**src/hw/boot_mode_pkg.sv**
```systemverilog
// Package with boot mode encodings, key encodings and timing constants
package boot_mode_pkg;
  localparam logic [1:0] CFG_USER      = 2'h3;
  localparam logic [1:0] CFG_STANDARD  = 2'h2;
  localparam logic [1:0] CFG_SELECTIVE = 2'h1;
  localparam logic [1:0] CFG_RESERVED  = 2'h0;

  typedef enum logic [2:0] {
    MODE_NONE      = 3'h0,
    MODE_USER      = 3'h1,
    MODE_STANDARD  = 3'h2,
    MODE_SELECTIVE = 3'h3,
    MODE_RESERVED  = 3'h4
  } boot_mode_t;

  typedef enum logic [1:0] {
    CHAN_NONE = 2'h0,
    CHAN_UART = 2'h1,
    CHAN_CAN  = 2'h2
  } boot_channel_t;

  // Key encodings onto three of the four fallback behaviours; any other key hangs (configurable)
  localparam logic [15:0] KEY_STANDARD  = 16'h0000;
  localparam logic [15:0] KEY_UART_ONLY = 16'h0001;
  localparam logic [15:0] KEY_CAN_ONLY  = 16'h0002;

  // Signature algorithm constants (configurable)
  localparam logic [15:0] SIG_REFERENCE = 16'hA5A5;
  localparam logic [15:0] SIG_ZERO      = 16'h0000;

  localparam logic [1:0]  FLASH_ADDR_SIG_A = 2'h0;
  localparam logic [1:0]  FLASH_ADDR_SIG_B = 2'h1;
  localparam logic [1:0]  FLASH_ADDR_KEY   = 2'h2;

  // Least time a dominant level must hold to count as a valid CAN bit
  localparam int          CAN_BIT_NS     = 1000;
  localparam int          CLK_PERIOD_NS  = 50;
  localparam int          CAN_BIT_CYC_I  = (CAN_BIT_NS + CLK_PERIOD_NS - 1) / CLK_PERIOD_NS;
  localparam logic [7:0]  CAN_BIT_CYCLES = CAN_BIT_CYC_I[7:0];
  localparam logic [7:0]  CNT_ZERO       = 8'h00;
  localparam logic [7:0]  CNT_ONE        = 8'h01;
endpackage

```
**src/hw/boot_mode_selector.sv**
```systemverilog
// Boot mode selection and bootstrap channel detection
`timescale 1ns/1ps
`default_nettype none
module boot_mode_selector (
  input  wire logic                          clock_in,
  input  wire logic                          rst_in,
  input  wire logic                          external_reset_input,
  input  wire logic                          boot_config_bit_high,
  input  wire logic                          boot_config_bit_low,
  input  wire logic                          uart_receive_line,
  input  wire logic                          can_receive_line,
  output logic                               flash_read_req_out,
  output logic [1:0]                         flash_read_addr_out,
  input  wire logic                          flash_read_valid_in,
  input  wire logic [15:0]                   flash_read_data_in,
  output boot_mode_pkg::boot_mode_t          boot_mode_out,
  output logic                               fetch_test_flash_out,
  output boot_mode_pkg::boot_channel_t       boot_channel_out,
  output logic                               software_reset_out,
  output logic                               run_user_code_out,
  output logic                               boot_hang_out,
  output logic                               boot_done_out
);
  import boot_mode_pkg::*;

  typedef enum logic [3:0] {
    ST_IN_RESET  = 4'h0,
    ST_DECODE    = 4'h1,
    ST_SCAN      = 4'h2,
    ST_READ_A    = 4'h3,
    ST_READ_B    = 4'h4,
    ST_CHECK     = 4'h5,
    ST_READ_KEY  = 4'h6,
    ST_KEY       = 4'h7,
    ST_DONE      = 4'h8,
    ST_HANG      = 4'h9
  } state_t;

  // Two-stage synchronisers for the reset, config, UART and CAN pins; flash read inputs are used unsynchronised
  logic [4:0] sync1_q;
  logic [4:0] sync2_q;
  always_ff @(posedge clock_in or posedge rst_in) begin
    if (rst_in) begin
      sync1_q <= 5'h1F;
      sync2_q <= 5'h1F;
    end else begin
      sync1_q <= {external_reset_input, boot_config_bit_high, boot_config_bit_low,
                  uart_receive_line, can_receive_line};
      sync2_q <= sync1_q;
    end
  end

  logic ext_rst_s;
  logic cfg_high_s;
  logic cfg_low_s;
  logic uart_s;
  logic can_s;
  assign ext_rst_s  = sync2_q[4];
  assign cfg_high_s = sync2_q[3];
  assign cfg_low_s  = sync2_q[2];
  assign uart_s     = sync2_q[1];
  assign can_s      = sync2_q[0];

  state_t        state_q, state_d;
  logic          ext_rst_prev_q, ext_rst_prev_d;
  logic [1:0]    cfg_q, cfg_d;
  boot_mode_t    mode_q, mode_d;
  boot_channel_t chan_q, chan_d;
  logic [15:0]   sig_q, sig_d;
  logic [7:0]    can_cnt_q, can_cnt_d;
  logic          uart_en_q, uart_en_d;
  logic          can_en_q, can_en_d;
  logic          swrst_q, swrst_d;
  logic          run_q, run_d;
  logic          req_q, req_d;
  logic [1:0]    addr_q, addr_d;

  always_comb begin
    state_d        = state_q;
    ext_rst_prev_d = ext_rst_s;
    cfg_d          = cfg_q;
    mode_d         = mode_q;
    chan_d         = chan_q;
    sig_d          = sig_q;
    can_cnt_d      = can_cnt_q;
    uart_en_d      = uart_en_q;
    can_en_d       = can_en_q;
    swrst_d        = 1'b0;
    run_d          = run_q;
    req_d          = 1'b0;
    addr_d         = addr_q;
    if (!ext_rst_s) begin
      // External reset held low: state, mode, channel, run flag and CAN count return to the start
      state_d   = ST_IN_RESET;
      mode_d    = MODE_NONE;
      chan_d    = CHAN_NONE;
      run_d     = 1'b0;
      can_cnt_d = CNT_ZERO;
    end else begin
      unique case (state_q)
        ST_IN_RESET: begin
          if (!ext_rst_prev_q) begin
            cfg_d   = {cfg_high_s, cfg_low_s};
            state_d = ST_DECODE;
          end
        end
        ST_DECODE: begin
          uart_en_d = 1'b1;
          can_en_d  = 1'b1;
          unique case (cfg_q)
            CFG_USER: begin
              mode_d  = MODE_USER;
              run_d   = 1'b1;
              state_d = ST_DONE;
            end
            CFG_STANDARD: begin
              mode_d  = MODE_STANDARD;
              state_d = ST_SCAN;
            end
            CFG_SELECTIVE: begin
              mode_d  = MODE_SELECTIVE;
              req_d   = 1'b1;
              addr_d  = FLASH_ADDR_SIG_A;
              state_d = ST_READ_A;
            end
            CFG_RESERVED: begin
              mode_d  = MODE_RESERVED;
              state_d = ST_HANG;
            end
          endcase
        end
        ST_SCAN: begin
          // UART start bit seen first wins; CAN needs a full dominant bit time
          if (uart_en_q && !uart_s) begin
            chan_d  = CHAN_UART;
            state_d = ST_DONE;
          end else if (can_en_q && !can_s) begin
            can_cnt_d = can_cnt_q + CNT_ONE;
            if (can_cnt_q == CAN_BIT_CYCLES - CNT_ONE) begin
              chan_d  = CHAN_CAN;
              state_d = ST_DONE;
            end
          end else begin
            can_cnt_d = CNT_ZERO;
          end
        end
        ST_READ_A: begin
          if (flash_read_valid_in) begin
            sig_d   = flash_read_data_in;
            req_d   = 1'b1;
            addr_d  = FLASH_ADDR_SIG_B;
            state_d = ST_READ_B;
          end else begin
            req_d = 1'b1;
          end
        end
        ST_READ_B: begin
          if (flash_read_valid_in) begin
            sig_d   = sig_q ^ flash_read_data_in;
            state_d = ST_CHECK;
          end else begin
            req_d = 1'b1;
          end
        end
        ST_CHECK: begin
          if (sig_q == SIG_REFERENCE) begin
            swrst_d = 1'b1;
            run_d   = 1'b1;
            state_d = ST_DONE;
          end else begin
            sig_d   = SIG_ZERO;
            req_d   = 1'b1;
            addr_d  = FLASH_ADDR_KEY;
            state_d = ST_READ_KEY;
          end
        end
        ST_READ_KEY: begin
          if (flash_read_valid_in) begin
            sig_d   = flash_read_data_in;
            state_d = ST_KEY;
          end else begin
            req_d = 1'b1;
          end
        end
        ST_KEY: begin
          state_d = ST_SCAN;
          unique case (sig_q)
            KEY_STANDARD:  begin
              uart_en_d = 1'b1;
              can_en_d  = 1'b1;
            end
            KEY_UART_ONLY: begin
              uart_en_d = 1'b1;
              can_en_d  = 1'b0;
            end
            KEY_CAN_ONLY:  begin
              uart_en_d = 1'b0;
              can_en_d  = 1'b1;
            end
            default:       state_d = ST_HANG;
          endcase
        end
        ST_DONE: begin
        end
        ST_HANG: begin
        end
        default: state_d = ST_IN_RESET;
      endcase
    end
  end

  always_ff @(posedge clock_in or posedge rst_in) begin
    if (rst_in) begin
      state_q        <= ST_IN_RESET;
      ext_rst_prev_q <= 1'b1;
      cfg_q          <= CFG_USER;
      mode_q         <= MODE_NONE;
      chan_q         <= CHAN_NONE;
      sig_q          <= SIG_ZERO;
      can_cnt_q      <= CNT_ZERO;
      uart_en_q      <= 1'b0;
      can_en_q       <= 1'b0;
      swrst_q        <= 1'b0;
      run_q          <= 1'b0;
      req_q          <= 1'b0;
      addr_q         <= FLASH_ADDR_SIG_A;
    end else begin
      state_q        <= state_d;
      ext_rst_prev_q <= ext_rst_prev_d;
      cfg_q          <= cfg_d;
      mode_q         <= mode_d;
      chan_q         <= chan_d;
      sig_q          <= sig_d;
      can_cnt_q      <= can_cnt_d;
      uart_en_q      <= uart_en_d;
      can_en_q       <= can_en_d;
      swrst_q        <= swrst_d;
      run_q          <= run_d;
      req_q          <= req_d;
      addr_q         <= addr_d;
    end
  end

  assign boot_mode_out        = mode_q;
  // Code fetches from zero go to test flash in standard bootstrap, and in selective bootstrap until the signature check passes
  assign fetch_test_flash_out = (mode_q == MODE_STANDARD) ||
                                (mode_q == MODE_SELECTIVE && !run_q);
  assign boot_channel_out     = chan_q;
  assign software_reset_out   = swrst_q;
  assign run_user_code_out    = run_q;
  assign boot_hang_out        = (state_q == ST_HANG);
  assign boot_done_out        = (state_q == ST_DONE);
  assign flash_read_req_out   = req_q;
  assign flash_read_addr_out  = addr_q;
endmodule
`default_nettype wire

```
**config.mk**
```make
export PLATFORM = sky130hd
export DESIGN_NAME = boot_mode_selector
export DESIGN_NICKNAME = d
export VERILOG_FILES = /design/src/hw/boot_mode_pkg.sv /design/src/hw/boot_mode_selector.sv
export SDC_FILE = /design/constraint.sdc
export NUM_CORES = 1
export LEC_CHECK = 0
export BUFFER_PORTS_ARGS = -buffer_cell sky130_fd_sc_hd__buf_4
export CORE_UTILIZATION = 33
export CTS_CLUSTER_DIAMETER = 80
export DETAILED_ROUTE_END_ITERATION = 10
export GPL_TIMING_DRIVEN = 0
export PLACE_DENSITY_LB_ADDON = 0.05
export SLEW_MARGIN = 0
export SYNTH_ARGS = -nofsm -noshare
export SYNTH_HDL_FRONTEND = slang
export SYNTH_SLANG_ARGS = --single-unit
```
**constraint.sdc**
```tcl
create_clock -name clock_in -period 2.3 [get_ports clock_in]
set_clock_uncertainty 0.05 [all_clocks]
set_input_delay 0.23 -clock clock_in [delete_from_list [all_inputs] [get_ports clock_in]]
set_output_delay 0.23 -clock clock_in [all_outputs]
set_load 0.01 [all_outputs]
```
* After elaboration in Yosys (flattened, before gate mapping)
Cells that the tools add are included.
** Word-level totals
- Bits in registers :: 53
- Output and inout bits :: 13
- Word-level logic and storage cells :: 134
** Operators by class
- Add/subtract/negate cells :: 1
- Eq/ne operators :: 40
- Multiplexer cells :: 48
- Bitwise operators :: 2
- Reduce and logical (&&, ||, !) cells :: 28
** Operators by type and width (count)
- $mux W16 :: 3
- $pmux W16 S3 :: 1
- $mux W4 :: 10
- $pmux W4 S9 :: 1
- $mux W8 :: 4
- $ne A3 B3 Y1 const B :: 8
- $eq A16 B1 Y1 const B :: 1
- $eq A16 B16 Y1 const B :: 1
- $eq A16 B2 Y1 const B :: 1
- $eq A4 B3 Y1 const B :: 4
- $logic_not A16 Y1 :: 1
- $mux W2 :: 8
- $pmux W4 S4 :: 1
- $xor A16 B16 Y16 :: 1
- $reduce_and A3 Y1 :: 5
- $ne A2 B2 Y1 const B :: 6
- $pmux W3 S4 :: 1
- $mux W1 :: 10
- $pmux W1 S2 :: 5
- $reduce_and A5 Y1 :: 2
- $reduce_or A2 Y1 :: 5
- $ne A3 B1 Y1 const B :: 3
- $add A8 B1 Y8 const B :: 1
- $eq A4 B2 Y1 const B :: 2
- other kinds (22) :: 34

* Logic depth before layout (Yosys ltp)
- Depth after elaboration :: 6
- Mapped depth :: 8

* Least setup slack after synthesis
Ideal clock, no wire load.
- Kind :: register to register
- Start :: register sig_q[11]
- End :: register sig_q[0]
- Arrival :: 1704 ps
- Data required time :: 2128 ps
- Slack :: 425 ps
- Stages on the path, launching flop included :: 8
- Buffers on the path :: 2
- Path through :: dfrtp_1 > nor4_2 > and4_4 > a31oi_4 > and2_1 > buf_6 > buf_6 > a32o_1
** Between the ends
- Word-level cells in the longest chain between the ends :: 3
** Ends and longest elaborated chain
- start: declaration :: line boot_mode_selector.sv:69 : logic [15:0] sig_q, sig_d;
- start signal: assignment :: line boot_mode_selector.sv:233 : sig_q <= sig_d;
- $eq A16 B16 Y1 :: line boot_mode_selector.sv:166 : if (sig_q == SIG_REFERENCE) begin
- $ne A2 B2 Y1 (no source line)
- $reduce_and A5 Y1 (no source line)
No other way between the ends.
A chain may end at the register's enable or synchronous reset.

* Final worst setup path
- Start :: register sig_q[11]
- End :: register sig_q[4]
The elaborated chain is that of the path after synthesis.

==> results.yml <==
setup_path:
  crit_chain: "nor4_2 -> and4_4 -> a31oi_4 -> and2_1 -> buf_6 -> buf_6 -> a32o_1"
  startpoint_type: "register"
  slowest_delay_ns: 0.41
  crit_type: "register to register"
  end_kind: "register"
  cp_num_buf_inv: 2
  cp_data_required_time_ns: 2.45
  crit_start: "sig_q[11]"
  rrSetupSlack_ns: 0.15
  regToRegStartpoint: "sig_q[11]"
  crit_family: "simple AND/OR/NAND/NOR gates"
  cp_max_fo: 10
  cpMostUsedCell: "buf_6"
  cp.arrival_ns: 2.30
  crit_path_top_delay_cell: "dfrtp_1"
placed_design:
  hpwlAfterDp_microns: 4840
  pre_cts_slack_ns: 0.128
  dp.cells: 416
  numPortBuffers: 36
  place_congestion: 0.767
logic_synthesis:
  synth_xor_area_share_pct: 0.617
  yosysWarnings: 0
  synth_top_area_share_pct: 35.2
  yosys-top-cells-area: "dfrtp_1 35%, dfstp_2 12%, a32o_1 6.3%"
  synth_compound_area_share_pct: 25.8
  syn-num-nets: 303
  ys_top_cells_by_count: "40 x dfrtp_1, 28 x o21ai_0, 18 x a32o_1"
  netlist_instances: 274
  synth_adder_area_share_pct: 2.20
  async_reset_ff_share_pct: 100
  ys.flop_type: "dfrtp_1"
  synth.avg_cell_area_sq_um: 10.4
  synth_top_family_by_area: "compound AO/OA/AOI/OAI gates"
  ys_ff_latch: 53
  synth.area.mux_share_pct: 3.08
  syn-cell-area_sq_um: 2840
  yosysTopAreaCell: "dfrtp_1"
  synth_simple_gate_area_share_pct: 16.8
  synth_edf_count: 0
  synth_seq_area_share_pct: 47.3
  synthDistinctLibCells: 57
  yosysMostFrequentCell: "dfrtp_1"
cts:
  cts_tree: "done"
  cts.path.max_buffers: 2
  clock_sinks: 53
  path_clk_slew_ns: 0.10
  numCtsBuffers: 5
  clock_latency_ns: 0.31
  htree_num_levels: 2
  clock_tree.root_cell: "clkbuf_8"
detailed_routing:
  firstDrtPassIters: 4
  wl_per_cell_microns: 15.6
  drt-initial-drc-count: 71
  drc: 0
  routed_via_density: 5.30
  vias: 2280
  route.antenna.remaining_nets: 0
  drt_wl_total_microns: 6690
min_path:
  hold_class: "input port to register"
  min_from: "flash_read_data_in[7]"
timing:
  fin_setup_tns_ns: 0
  drv_slew: 0
  tightest_slew_ns: 0.628
  worst_slack_ns: 0.149
  setup_violations: 0
  rsz0062_at_grt: "false"
  period_share_pct: 93.5
  max-slew-margin-rel_pct: 58.1
  fin_crit_ns: 2.15
  max_freq_mhz: 465
  hold_viol: 0
  fin_hold_ws_ns: 0.118
floorplanning:
  die_area_sq_um: 8980
  row_count: 33
  die_w_microns: 94.8
  die_y_microns: 94.8
  initial_core_util_pct: 34.4
  core_area_sq_um: 8260
  ios: 37
layout:
  diodes: 0
  drive_gt1_share_pct: 26.2
  fin_util_pct: 41.9
  syn2layout_area_growth_pct: 21.8
  regArea_sq_um: 1340
  num-nets-final: 353
  fillers: 834
  multi_input_area_sq_um: 1380
  fin_cells: 430
global_route:
  grt_usage_pct: 16.3
  antenna_found_initial: 0
  grt_overflow: 0
  grt_pass1_vias: 2267
  grt_start_max_net_pins: 28
  grt_pass1_wl_microns: 11400
power:
  power_density_nw_per_um2: 976
  ir_worst_vdd_mv: 0.367
  leakagePower_nw: 1.47
flow_run:
  drv_cap: 0
outcome:
  status: "complete, no violations"
## final timing paths
path                              end  cells past startpoint
max                          sig_q[4]                      7
min                          sig_q[7]                      2
max reg2reg                  sig_q[4]                      7
min reg2reg                sync2_q[4]                      0
max in group asynchronous  sync1_q[4]                      4
min in group asynchronous    sig_q[7]                      3
## area by class of cell
class | instances | share of cell area [%]
plain buffers | 16 | 2.71
clock buffers | 5 | 1.99
clock inverters | 3 | 1.88
inverters | 7 | 0.759
multi-input cells | 198 | 39.9
flip-flops and latches | 53 | 38.8
well taps | 105 | 3.80
repair buffers | 43 | 10.1
## per-layer routing
layer  part of all wire (%)  GRT usage (%)  vias up
li1                       -              -     1127
met5                      0              0        -
met4                   0.94           4.17        0
met1                     48           22.3     1110
met2                     48           26.5       38
met3                    3.2           2.98        5
## registers in the layout (all words and copies together), names as in the netlist
register / flops
flash_read_req_out: 1
boot_mode_out: 3
boot_channel_out: 2
can_en_q: 1
run_user_code_out: 1
sig_q: 16
cfg_q: 2
ext_rst_prev_q: 1
can_cnt_q: 8
sync1_q: 5
sync2_q: 5
uart_en_q: 1
flash_read_addr_out: 2
state_q: 4
software_reset_out: 1
## power by group
part           switching [mW]  internal [mW]
Sequential              0.203           1.18
Combinational           0.672          0.575
Clock                   0.315          0.432
Total                    1.19           2.19
## placed cells by master, fill, tap and decap left out, drive strengths merged, types with 2 or more instances in the layout
master       Yosys  routed
a211oi           2       2
a21boi           2       2
a21oi            4       4
a32o            18      18
and2             4       4
and3             4       4
and4             2       2
buf             11      48
bufinv           0       2
clkbuf           5      10
dfrtp           40      40
dfstp           13      13
dlygate4sd3      0       6
ha               5       5
inv              7       7
mux2             6       6
mux2i            2       2
nand2           17      17
nand2b           6       6
nand3            9       9
nand4            2       2
nor2            17      17
nor2b            9       9
nor3             8       8
nor4             2       2
o211ai          16      16
o21ai           35      35
o21bai           2       2
o22ai            2       2
o31a             2       2
o31ai            5       5
## kinds of logic (layout without fill, tap and decap cells)
| family | Yosys count | count (layout) |
|---|---|---|
| AO/OA/AOI/OAI | 98 | 98 |
| XOR/XNOR | 2 | 2 |
| adder cells (fa/ha/maj) | 5 | 5 |
| buffers and inverters | 23 | 74 |
| flip-flops | 53 | 53 |
| multiplexers | 8 | 8 |
| AND/OR/NAND/NOR | 85 | 85 |
## per-stage QoR
step,area (sq um),power (mW)
detailed placement,3260,2.65
global placement,3240,2.63
CTS,3460,3.43
floorplan,2840,2.24
global route,3460,3.64
finish,3460,3.38
## repair_timing
action,CTS,global route
endpoints found under the setup margin,0,10
hold buffers,6,0
endpoints found under the hold margin,25,0
gates resized for setup,0,3
setup buffers,0,0
(Power assumes the default switching activity.)
